[src/p2p_seq_pkg.sv]
/*
 * Shared constants and types for the point-to-point program sequencer:
 * register offsets, field positions, reset values, timing and states.
 * Assumes a 100 MHz mclk and a 32-bit APB register bus.
 */
package p2p_seq_pkg;
    // Register byte offsets
    localparam logic [11:0] OFF_RSVD_A   = 12'h000;
    localparam logic [11:0] OFF_SEQ_CFG  = 12'h004;
    localparam logic [11:0] OFF_COORD    = 12'h008;
    localparam logic [11:0] OFF_FIRST    = 12'h00C;
    localparam logic [11:0] OFF_LAST     = 12'h010;
    localparam logic [11:0] OFF_STATUS   = 12'h014;
    localparam logic [11:0] OFF_STOP_TAB = 12'h040;  // 16 words of stop time
    localparam logic [11:0] STOP_TAB_MSK = 12'hFC0;

    // Field positions inside sequence_mode_config
    localparam int SEL_LSB   = 0;
    localparam int MODE_LSB  = 4;
    localparam int SENSE_LSB = 8;
    localparam logic [15:0] CFG_MASK = 16'h0133;

    // Reset values
    localparam logic [15:0] CFG_RST   = 16'h0000;
    localparam logic        COORD_RST = 1'h0;
    localparam logic [3:0]  FIRST_RST = 4'h0;
    localparam logic [3:0]  LAST_RST  = 4'hF;
    localparam logic [15:0] STOP_RST  = 16'h0000;

    // Timing: stop times and the start delay count in 50 ms units
    localparam int CLK_HZ          = 100_000_000;
    localparam int UNIT_MS         = 50;
    localparam int UNIT_CYCLES_DEF = UNIT_MS * (CLK_HZ / 1000);
    localparam logic [15:0] START_DELAY_UNITS = 16'h0001;

    typedef enum logic [2:0] {
        S_IDLE, S_START_DELAY, S_ISSUE, S_MOVING, S_DWELL, S_WAIT_STEP, S_DONE
    } seq_state_e;

    // Decoded view of the mode settings
    typedef struct packed {
        logic [1:0] start_sel;
        logic [1:0] step_mode;
        logic       pulse_sense;
        logic       abs_coord;
        logic [3:0] first;
        logic [3:0] last;
    } seq_cfg_s;
endpackage

[src/stop_time_mem.sv]
/*
 * Per-step stop time table, 16 words of 16 bits, one write port and two
 * registered read ports. Assumes writes come from the register slave.
 */
`timescale 1ns/1ps
module stop_time_mem (
    input  wire logic        mclk,
    input  wire logic        clk_en,
    input  wire logic        we,
    input  wire logic [3:0]  waddr,
    input  wire logic [15:0] wdata,
    input  wire logic [3:0]  raddr_a,
    output logic      [15:0] rdata_a,
    input  wire logic [3:0]  raddr_b,
    output logic      [15:0] rdata_b
);
    logic [15:0] mem [16];

    // No reset on the array; software loads it before starting a program
    always_ff @(posedge mclk) begin
        if (clk_en) begin
            if (we) begin
                mem[waddr] <= wdata;
            end
            rdata_a <= mem[raddr_a];
            rdata_b <= mem[raddr_b];
        end
    end
endmodule // stop_time_mem

[src/p2p_sequencer.sv]
/*
 * Point-to-point program sequencer: APB registers, pin synchronisers,
 * start/search decoding and the step state machine.
 * Assumes the pulse generator takes step_go/step_index and returns
 * move_done on mclk; the four drive inputs are asynchronous pins.
 */
`timescale 1ns/1ps
// How it works
// RULE1: Select 0 cyclic, 1 single; forward limit starts, reverse limit searches.
// RULE2: Select 2 cyclic, 3 single; reverse limit starts, forward limit searches.
// RULE3: Mode 0 advances on delay, no start input, begins after delay past servo-on.
// RULE4: Mode 1 advances on step input; pulses keep going when it drops.
// RULE5: Mode 2 advances on delay, needs start; dropping start stops pulses now.
// RULE6: Mode 3 advances on step input, needs start; dropping start stops pulses now.
// RULE7: Modes 2 and 3 return to the first step on a reset.
// RULE8: Step input sensed by level when field is 0, by edge when 1.
// RULE9: Coordinate 0 means incremental targets, 1 means absolute targets.
// RULE10: The program begins at the first-step index.
// RULE11: The last-step index is the final step of the program.
// RULE12: Delay advance waits the step's stop time in 50 ms units.
// RULE13: Cyclic wraps last to first; single halts after the last step.
// RULE14: Settings act at once when written, no restart needed.
module p2p_sequencer #(
    parameter int UNIT_CYCLES = p2p_seq_pkg::UNIT_CYCLES_DEF
) (
    input  wire logic        mclk,
    input  wire logic        sys_rst,
    input  wire logic        clk_en,
    input  wire logic        psel,
    input  wire logic        penable,
    input  wire logic        pwrite,
    input  wire logic [11:0] paddr,
    input  wire logic [31:0] pwdata,
    output logic      [31:0] prdata,
    output logic             pready,
    output logic             pslverr,
    input  wire logic        forward_limit_input,
    input  wire logic        reverse_limit_input,
    input  wire logic        step_advance_input,
    input  wire logic        servo_on_input,
    input  wire logic        move_done,
    output logic      [3:0]  step_index,
    output logic             step_go,
    output logic             pulse_enable,
    output logic             abs_mode,
    output logic             search_req,
    output logic             program_done
);
    // Register storage
    logic [15:0] seq_cfg;
    logic        coord;
    logic [3:0]  first_step;
    logic [3:0]  last_step;
    logic [15:0] tab_rdata;
    logic [15:0] stop_time;
    p2p_seq_pkg::seq_cfg_s cfg;
    p2p_seq_pkg::seq_state_e state;
    p2p_seq_pkg::seq_state_e next_state;

    // APB decode
    wire wr_en    = psel & penable & pready & pwrite;
    wire hit_rsvd = (paddr == p2p_seq_pkg::OFF_RSVD_A);
    wire hit_cfg  = (paddr == p2p_seq_pkg::OFF_SEQ_CFG);
    wire hit_crd  = (paddr == p2p_seq_pkg::OFF_COORD);
    wire hit_fst  = (paddr == p2p_seq_pkg::OFF_FIRST);
    wire hit_lst  = (paddr == p2p_seq_pkg::OFF_LAST);
    wire hit_sts  = (paddr == p2p_seq_pkg::OFF_STATUS);
    wire hit_tab  = ((paddr & p2p_seq_pkg::STOP_TAB_MSK) == p2p_seq_pkg::OFF_STOP_TAB)
                    && (paddr[1:0] == 2'h0);
    wire hit_any  = hit_rsvd | hit_cfg | hit_crd | hit_fst | hit_lst | hit_sts | hit_tab;
    wire [31:0] status_word = {25'h000000, pulse_enable, program_done,
                               (state != p2p_seq_pkg::S_IDLE), step_index};
    wire [31:0] rd_mux = hit_cfg ? {16'h0000, seq_cfg} :
                         hit_crd ? {31'h0000000, coord} :
                         hit_fst ? {28'h0000000, first_step} :
                         hit_lst ? {28'h0000000, last_step} :
                         hit_sts ? status_word :
                         hit_tab ? {16'h0000, tab_rdata} : 32'h00000000;

    // One wait state: table read data needs a cycle after setup
    always_ff @(posedge mclk or posedge sys_rst) begin
        if (sys_rst) begin
            pready  <= 1'b0;
            prdata  <= 32'h00000000;
            pslverr <= 1'b0;
        end else if (clk_en) begin
            pready  <= psel & penable & ~pready;
            prdata  <= rd_mux;
            pslverr <= ~hit_any;
        end
    end

    // Settings registers; used live by the sequencer
    always_ff @(posedge mclk or posedge sys_rst) begin
        if (sys_rst) begin
            seq_cfg    <= p2p_seq_pkg::CFG_RST;
            coord      <= p2p_seq_pkg::COORD_RST;
            first_step <= p2p_seq_pkg::FIRST_RST;
            last_step  <= p2p_seq_pkg::LAST_RST;
        end else if (clk_en && wr_en) begin  // see RULE14
            if (hit_cfg) seq_cfg <= pwdata[15:0] & p2p_seq_pkg::CFG_MASK;
            if (hit_crd) coord <= pwdata[0];
            if (hit_fst) first_step <= pwdata[3:0];
            if (hit_lst) last_step <= pwdata[3:0];
        end
    end

    stop_time_mem u_stop_mem (
        .mclk    (mclk),
        .clk_en  (clk_en),
        .we      (wr_en & hit_tab),
        .waddr   (paddr[5:2]),
        .wdata   (pwdata[15:0]),
        .raddr_a (paddr[5:2]),
        .rdata_a (tab_rdata),
        .raddr_b (step_index),
        .rdata_b (stop_time)
    );

    // Decoded configuration
    assign cfg.start_sel   = seq_cfg[p2p_seq_pkg::SEL_LSB +: 2];
    assign cfg.step_mode   = seq_cfg[p2p_seq_pkg::MODE_LSB +: 2];
    assign cfg.pulse_sense = seq_cfg[p2p_seq_pkg::SENSE_LSB];
    assign cfg.abs_coord   = coord;
    assign cfg.first       = first_step;
    assign cfg.last        = last_step;

    // Two-stage synchronisers; only the second stage is read
    logic [3:0] pin_meta;
    logic [3:0] pin_sync;
    logic [3:0] pin_prev;
    always_ff @(posedge mclk or posedge sys_rst) begin
        if (sys_rst) begin
            pin_meta <= 4'h0;
            pin_sync <= 4'h0;
            pin_prev <= 4'h0;
        end else if (clk_en) begin
            pin_meta <= {servo_on_input, step_advance_input,
                         reverse_limit_input, forward_limit_input};
            pin_sync <= pin_meta;
            pin_prev <= pin_sync;
        end
    end

    wire fwd_lvl  = pin_sync[0];
    wire rev_lvl  = pin_sync[1];
    wire step_lvl = pin_sync[2];
    wire son      = pin_sync[3];
    wire fwd_rise = pin_sync[0] & ~pin_prev[0];
    wire rev_rise = pin_sync[1] & ~pin_prev[1];
    wire step_rise = pin_sync[2] & ~pin_prev[2];
    wire son_fell = ~pin_sync[3] & pin_prev[3];

    // Start/search pin swap and run options
    wire sel_swap   = cfg.start_sel[1];                     // see RULE1 see RULE2
    wire cyclic     = ~cfg.start_sel[0];                    // see RULE1 see RULE2
    wire start_lvl  = sel_swap ? rev_lvl : fwd_lvl;         // see RULE1 see RULE2
    wire search_hit = sel_swap ? fwd_rise : rev_rise;       // see RULE1 see RULE2
    wire need_start = cfg.step_mode[1];                     // see RULE5 see RULE6
    wire step_by_in = cfg.step_mode[0];                     // see RULE3 see RULE4
    // Without a start input the program only waits for servo-on
    wire allowed    = son & (~need_start | start_lvl);      // see RULE5 see RULE6
    wire step_trig  = cfg.pulse_sense ? step_rise : step_lvl;  // see RULE8
    wire at_last    = (step_index == cfg.last);             // see RULE11

    // Next index, wrapping at the last step
    function automatic logic [3:0] advance(input logic [3:0] cur, input logic [3:0] fst,
                                           input logic [3:0] lst);
        advance = (cur == lst) ? fst : cur + 4'h1;
    endfunction

    // 50 ms unit timer and unit counter shared by start delay and dwell
    logic [31:0] tick_cnt;
    logic [15:0] unit_cnt;
    wire timing   = (state == p2p_seq_pkg::S_START_DELAY) | (state == p2p_seq_pkg::S_DWELL);
    wire unit_end = (tick_cnt == 32'(UNIT_CYCLES - 1));
    wire [15:0] wait_units = (state == p2p_seq_pkg::S_DWELL) ? stop_time :
                             p2p_seq_pkg::START_DELAY_UNITS;
    wire wait_over = (unit_cnt >= wait_units);              // see RULE12

    // Counting pauses while pulses are withheld; restarts on each wait
    always_ff @(posedge mclk or posedge sys_rst) begin
        if (sys_rst) begin
            tick_cnt <= 32'h00000000;
            unit_cnt <= 16'h0000;
        end else if (clk_en) begin
            if (!timing || next_state != state) begin
                tick_cnt <= 32'h00000000;
                unit_cnt <= 16'h0000;
            end else if (allowed && !wait_over) begin
                tick_cnt <= unit_end ? 32'h00000000 : tick_cnt + 32'h00000001;
                if (unit_end) unit_cnt <= unit_cnt + 16'h0001;  // see RULE12
            end
        end
    end

    // Step state machine
    always_comb begin
        next_state = state;
        case (state)
            p2p_seq_pkg::S_IDLE:
                if (allowed) next_state = p2p_seq_pkg::S_START_DELAY;  // see RULE3 see RULE4
            // A withdrawn start also holds back the first step
            p2p_seq_pkg::S_START_DELAY:
                if (wait_over && allowed) next_state = p2p_seq_pkg::S_ISSUE;  // see RULE6
            p2p_seq_pkg::S_ISSUE:
                next_state = p2p_seq_pkg::S_MOVING;
            p2p_seq_pkg::S_MOVING:
                if (move_done) begin
                    if (at_last && !cyclic) begin
                        next_state = p2p_seq_pkg::S_DONE;               // see RULE13
                    end else if (step_by_in) begin
                        next_state = p2p_seq_pkg::S_WAIT_STEP;          // see RULE4 see RULE6
                    end else begin
                        next_state = p2p_seq_pkg::S_DWELL;              // see RULE3 see RULE5
                    end
                end
            p2p_seq_pkg::S_DWELL:
                if (wait_over && allowed) next_state = p2p_seq_pkg::S_ISSUE;
            p2p_seq_pkg::S_WAIT_STEP:
                if (step_trig && allowed) next_state = p2p_seq_pkg::S_ISSUE;  // see RULE8
            p2p_seq_pkg::S_DONE:
                next_state = p2p_seq_pkg::S_DONE;
            default:
                next_state = p2p_seq_pkg::S_IDLE;
        endcase
        // Servo-off ends the program; the step kept depends on the mode
        if (!son) next_state = p2p_seq_pkg::S_IDLE;
    end

    wire leaving_wait = ((state == p2p_seq_pkg::S_DWELL) | (state == p2p_seq_pkg::S_WAIT_STEP))
                        && (next_state == p2p_seq_pkg::S_ISSUE);
    wire [3:0] next_step_index =
        (son_fell && need_start)                 ? cfg.first :            // see RULE7
        (state == p2p_seq_pkg::S_IDLE && allowed) ? cfg.first :           // see RULE10
        leaving_wait ? advance(step_index, cfg.first, cfg.last) :         // see RULE13
        step_index;

    // Modes 0 and 1 hold the step index over a servo-off; the start
    // from idle reloads it anyway, so only status readback differs
    always_ff @(posedge mclk or posedge sys_rst) begin
        if (sys_rst) begin
            state        <= p2p_seq_pkg::S_IDLE;
            step_index   <= p2p_seq_pkg::FIRST_RST;
            step_go      <= 1'b0;
            pulse_enable <= 1'b0;
            abs_mode     <= p2p_seq_pkg::COORD_RST;
            search_req   <= 1'b0;
            program_done <= 1'b0;
        end else if (clk_en) begin
            state        <= next_state;
            step_index   <= next_step_index;
            step_go      <= (next_state == p2p_seq_pkg::S_ISSUE);
            // Dropping the step input never gates pulses; start, servo-on and the idle and done states do
            pulse_enable <= allowed && (state != p2p_seq_pkg::S_IDLE)
                            && (state != p2p_seq_pkg::S_DONE);  // see RULE4 see RULE5 see RULE6
            abs_mode     <= cfg.abs_coord;                       // see RULE9
            search_req   <= son & search_hit;                    // see RULE1 see RULE2
            program_done <= (next_state == p2p_seq_pkg::S_DONE);
        end
    end
endmodule // p2p_sequencer

[config.mk]
export PLATFORM = sky130hd
export DESIGN_NAME = p2p_sequencer
export DESIGN_NICKNAME = d
export VERILOG_FILES = /design/src/p2p_seq_pkg.sv /design/src/stop_time_mem.sv /design/src/p2p_sequencer.sv
export SDC_FILE = /design/constraint.sdc
export NUM_CORES = 1
export LEC_CHECK = 0
export ABC_AREA = 1
export BUFFER_PORTS_ARGS = -buffer_cell sky130_fd_sc_hd__buf_2
export CAP_MARGIN = 10
export CELL_PAD_IN_SITES_DETAIL_PLACEMENT = 1
export CELL_PAD_IN_SITES_GLOBAL_PLACEMENT = 1
export CORE_MARGIN = 1
export CORE_UTILIZATION = 34
export CTS_CLUSTER_SIZE = 12
export DETAILED_ROUTE_END_ITERATION = 8
export PLACE_DENSITY_LB_ADDON = 0.1
export SYNTH_ARGS = -nofsm -noshare
export SYNTH_HDL_FRONTEND = slang
export SYNTH_SLANG_ARGS = --single-unit
[constraint.sdc]
create_clock -name mclk -period 3.2 [get_ports mclk]
set_input_delay 0.16 -clock mclk [delete_from_list [all_inputs] [get_ports mclk]]
set_output_delay 0.16 -clock mclk [all_outputs]
set_load 0.02 [all_outputs]
; ---- Word-level counts from Yosys, hierarchy flattened
; Memories as Yosys holds them, arrays and structs flattened. A register that Yosys moved wholly into a read port is not among the register bits.
; Cells that the tools add are included.
[totals]
reg_bits = 120
mem_bits_rw = 256
input_bits = 55
output_inout_bits = 43
elab_cells = 129
n_memories = 1
[memory_table]
columns = memory, depth, width, read_ports, rd_clocked_by_memory_dff, wr, line_no
row1 = u_stop_mem.mem, 16, 16, 2, 2, 1, stop_time_mem.sv:17  ; logic [15:0] mem [16];
[classes]
addsub = 3
magnitude_cmp = 1
eq_ne = 18
muxes = 31
n_bitwise = 27
reduce_logical = 29
[op_table]
columns = cell, n
row1 = $mux W16, 10
row2 = $mux W32, 3
row3 = $add A32 B1 Y32 const B, 1
row4 = $eq A32 B23 Y1 const B, 1
row5 = $eq A12 B4 Y1 const B, 2
row6 = $eq A12 B5 Y1 const B, 2
row7 = $pmux W3 S6, 1
row8 = $add A16 B1 Y16 const B, 1
row9 = $ge A16 B16 Y1, 1
row10 = $mux W4, 4
row11 = $mux W3, 5
row12 = $eq A12 B3 Y1 const B, 1
row13 = $eq A3 B3 Y1 const B, 4
row14 = $logic_not A12 Y1, 1
row15 = $reduce_and A2 Y1, 6
row16 = $and A1 B1 Y1, 11
row17 = $logic_and A1 B1 Y1, 11
row18 = $eq A3 B2 Y1 const B, 3
row19 = $or A1 B1 Y1, 9
row20 = $mux W1, 7
row21 = $not A1 Y1, 7
row22 = $eq A6 B1 Y1 const B, 1
row23 = $reduce_bool A3 Y1, 2
row24 = $add A4 B1 Y4 const B, 1
row25 = other kinds (12), 14

; ---- Depth between registers and ports, before layout
[logic_depth]
ltp_word = 12
mapped_depth = 27
depth_no_buf = 24

; ---- By module
; Synthesis repeated with hierarchy kept, for this count alone.
[hier_totals]
cells_unflattened = 2614
area_unflattened_um2 = 21421.8
[modules_own_cells]
columns = mod, instances, cells_each, area_per_inst_um2, seq_area_each_um2
row1 = stop_time_mem, 1, 1676, 14629.0, 8648.3
row2 = p2p_sequencer, 1, 938, 6792.8, 2607.5

; ---- Worst setup path after synthesis
; Ideal clock, no wire load.
[synth_timing]
kind = flip-flop to flip-flop
startpoint = register state[1]
endpoint = register tick_cnt[10]
setup_time_ns = 0.118
t_arrival_ns = 2.926
required_ns = 3.082
setup_slack_ns = 0.156
path_stages_with_launch = 25
path_buffers = 3
period_less_slack_ns = 3.044
path_cell_list = dfrtp_1 > buf_2 > nor2_1 > nand2_1 > inv_2 > clkbuf_1 > nand2_1 > ha_1 > nand2_1 > inv_1 > nor2_1 > o21ai_0 > a21oi_1 > nand2_1 > nand2_1 > nand2_1 > nand2_1 > nand2_1 > nand2_1 > nand3_4 > nor2_4 > nand2_4 > buf_4 > nand3_1 > nand2_1
[synth_via]
elab_chain_cells = 11
elab_cells_between_ends = 26
classes_between = order compare: 1 / eq/ne: 7 / mux: 8 / bitwise: 1 / reduce/logical: 9
[synth_rtl]
columns = element, line_no
row1 = "start, declared", p2p_sequencer.sv:57  ; p2p_seq_pkg::seq_state_e state;
row2 = "start signal, assigned", p2p_sequencer.sv:243  ; state <= p2p_seq_pkg::S_IDLE;
row3 = "start signal, assigned", p2p_sequencer.sv:251  ; state <= next_state;
row4 = $eq A3 B3 Y1, "p2p_sequencer.sv:175, p2p_sequencer.sv:177, p2p_sequencer.sv:200"
row5 = $mux W16, p2p_sequencer.sv:177  ; wire [15:0] wait_units = (state == p2p_seq_pkg::S_DWELL) ? stop_time :
row6 = $ge A16 B16 Y1, p2p_sequencer.sv:179  ; wire wait_over = (unit_cnt >= wait_units);
row7 = $logic_and A1 B1 Y1, "p2p_sequencer.sv:205, p2p_sequencer.sv:219"
row8 = $mux W3, "p2p_sequencer.sv:205, p2p_sequencer.sv:219"
row9 = $pmux W3 S6, p2p_sequencer.sv:200  ; case (state)
row10 = $mux W3, p2p_sequencer.sv:228  ; if (!son) next_state = p2p_seq_pkg::S_IDLE;
row11 = $ne A3 B3 Y1, p2p_sequencer.sv:187  ; if (!timing || next_state != state) begin
row12 = $logic_or A1 B1 Y1, p2p_sequencer.sv:187
row13 = $reduce_bool A2 Y1 (no line), --
row14 = $reduce_and A2 Y1 (no line), --
row15 = "end signal, assigned", p2p_sequencer.sv:191  ; tick_cnt <= unit_end ? 32'h00000000 : tick_cnt + 32'h00000001;
row16 = "end, declared", p2p_sequencer.sv:173  ; logic [31:0] tick_cnt;
; Parallel ways exist; a longest one is shown, timed or not.
; A chain may end at the register's enable or synchronous reset.

; ---- Worst setup path after layout
[layout_timing]
startpoint = register state[1]
endpoint = register tick_cnt[7]
; The elaborated chain is that of the path after synthesis.

==> results.cfg <==
[synthesis]
synth.distinct_cells = 50
synth_common_cells = nand2_1, edfxtp_1, nor2_1
yosys_warnings = 0
ys_seq_area_share_pct = 58.9
synthFlopType = edfxtp_1
syn_area_um2 = 19100
synthCells = 1929
synth_edf_count = 288
yosys-top-cells-area = edfxtp_1, dfrtp_1, nand2_1
ys_async_sr_fraction_pct = 26.5
synth_area_leader_cell = edfxtp_1
syn_area_per_cell_um2 = 9.91
synth_top_area_share_pct = 45.2
synth_seq_cells = 392
synth.most_common_cell = nand2_1

[sta]
timing.final.crit_share_pct = 94.2
setup_ws_ns = 0.186
fmax_mhz = 332
report.final.setup_viol = 0
hold_viol = 0
fin_crit_ns = 3.01
rsz0062_at_grt = yes
slew_headroom_pct = 43.2
tightestPinTransition_ns = 0.851
slew_violations = 0
finalClockSkew_ns = 0.0288

[clock_tree]
root_buffer = clkbuf_16
tritoncts = yes
ctsLongestPathBuffers = 3
clkSlewWorstSetupHoldPaths_ns = 0.06
cts_htree_levels = 2
clk-insertion-delay-late_ns = 0.61
cts_buffers = 48
clock_sinks = 392

[grt]
grt_pass1_wl_um = 102000
grt_start_max_net_pins = 110
first_global_vias = 16700
antenna_found_initial = 8
track_usage_pct = 23.8
overflow = 0

[power_and_ir_drop]
vdd_drop_max_mv = 0.440
post-layout-total-power_mw = 11.7
p_per_area_nw_per_um2 = 512
p_leak_nw = 8.52

[layout]
final_area_um2 = 22800
final-seq-area_um2 = 11300
fin_util_pct = 41.3
layout-drive-gt1-share_pct = 15.0
fillers = 6164
multi_input_area_um2 = 7230
instances_no_fill = 2843
fin_nets = 2130
area.growth.synth_to_final_pct = 19.4

[critical_path]
crit_path_end_kind = flop
path_buf_inv = 4
r2r_slack_ns = 0.19
path_cells = nor2_2 -> nand2_2 -> inv_4 -> buf_4 -> nand2_1 -> ha_1 -> nand2_1 -> o21ai_1 -> a21oi_1 -> buf_4 -> nand2_1 -> nand2_2 -> nand2_1 -> nand2_2 -> nand2_2 -> nand2_2 -> nand3_4 -> nor2_4 -> nand2_8 -> clkbuf_16 -> nand3_1 -> nand2_1
r2r_cells = 22
path_depth = 22
cp_max_fo = 7
cp_slowest_cell = dfrtp_1
startpoint = state[1]$_DFFE_PP0P_
crit_end = tick_cnt[7]$_DFFE_PP0P_
crit_type = flop to flop
critical-path-max-stage-delay_ns = 0.38
critical_path.top_delay_family = simple AND/OR/NAND/NOR gates
r2r_start = state[1]$_DFFE_PP0P_
required_ns = 3.68
cp.arrival_ns = 3.49
crit_path_start_kind = flop
r2r_end = tick_cnt[7]$_DFFE_PP0P_

[run_status]
outcome = completed

[floorplanning]
initial_core_util_pct = 34.6
die_area_um2 = 57200
fp-row-count = 86
core_um2 = 55300
dieWidth_um = 239
chipHeight_um = 239
io_pins = 98

[drt]
first_pass_iters = 5
wl_per_cell_um = 24.0
vias = 15900
viasPerCell = 5.59
ant_nets = 0
drt_iter0_markers = 1083
drc = 0
totalWireLength_um = 68200

[place]
dpl_worst_slack_ns = 0.0123
dp_cells = 2725
post-dp-hpwl_um = 43300
place_area_um2 = 20800
gp_congestion = 0.838
portBuffers = 65

[hold_path]
min_path_type = input port to flop
hp-start = pwdata[5]

[flow_run]
maxCapViolations = 0
[power breakdown]
group	switching [mW]	internal [mW]	total, mW
clock	2.23	3.09	5.32
combinational	0.582	0.241	0.822
sequential	0.0274	5.52	5.55
total	2.84	8.85	11.7
[stage by stage]
stage	hold WS, ns	setup TNS, ns
after floorplan	0.259	0
after global placement	0.231	0
after detailed placement	0.247	0
after CTS	0.0167	0
final	0.0590	0
after global routing	0.0421	-0.289
[layout make-up]
class | instances | area share [%]
Tap cell | 748 | 4.10
Sequential cell | 392 | 49.3
Clock buffer | 63 | 5.65
Timing Repair Buffer | 194 | 6.77
Inverter | 84 | 1.40
Timing Repair inverter | 1 | 0.0329
Multi-Input combinational cell | 1335 | 31.7
Antenna cell | 2 | 0.0219
Clock inverter | 24 | 1.01
[worst min path at each step]
stage,end,slack [ns],depth (start not counted)
2_1_floorplan,u_stop_mem.mem[0][0]$_DFFE_PP_,0.26,0
3_3_place_gp,prdata[10]$_DFFE_PP0P_,0.23,2
3_5_place_dp,prdata[10]$_DFFE_PP0P_,0.25,2
4_1_cts,coord$_DFFE_PP0P_,0.02,6
5_1_grt,u_stop_mem.mem[12][5]$_DFFE_PP_,0.04,1
6_report,u_stop_mem.mem[13][5]$_DFFE_PP_,0.06,1
[cells by family (layout without fill, tap and decap cells)]
family	Yosys count	count (layout)	synth area share (%)
buffers and inverters	218	366	4.84
XOR/XNOR	44	44	2.02
adder cells (fa/ha/maj)	19	19	1.24
AO/OA/AOI/OAI	505	505	16.0
other	1	18	0.0196
AND/OR/NAND/NOR	746	747	16.8
flip-flops	392	392	58.9
multiplexers	4	4	0.229
[flip-flops by register name, summed over array words and instances (netlist names)]
register	flops
step_go	1
state	3
u_stop_mem.mem	256
step_index	4
pin_sync	4
u_stop_mem.rdata_b	16
pulse_enable	1
pslverr	1
pin_prev	4
coord	1
abs_mode	1
seq_cfg	5
prdata	16
first_step	4
u_stop_mem.rdata_a	16
search_req	1
last_step	4
unit_cnt	16
pin_meta	4
tick_cnt	32
pready	1
program_done	1
[per-layer routing]
metal / up-vias / GRT usage (%) / wire length, um
met4: 4 / 9.48 / 2300
met2: 439 / 40.0 / 33200
met5: - / 0 / 22
met1: 8099 / 30.3 / 29000
li1: 7202 / - / -
met3: 154 / 4.16 / 3670
[placed cells by master, fill, tap and decap left out, types with 32 or more instances in the layout]
master	netlist	final
xor2_1	32	32
nand3_1	74	71
edfxtp_1	288	288
a21oi_1	138	136
clkbuf_16	0	50
nor2_1	178	157
buf_2	7	64
nor3_1	51	51
o22ai_1	35	35
o21ai_0	160	159
a22oi_1	129	129
buf_4	18	92
dfrtp_1	100	97
inv_1	76	72
nand2_1	370	361
[what timing repair did]
item	in CTS	in global routing
gates resized for setup	1	28
pin swaps	0	9
cloned	0	3
buffers inserted	0	3
hold buffers	23	0
hold endpoints to repair	299	0
setup endpoints to repair	2	50
Note: power is estimated with default switching activity, not from simulation.
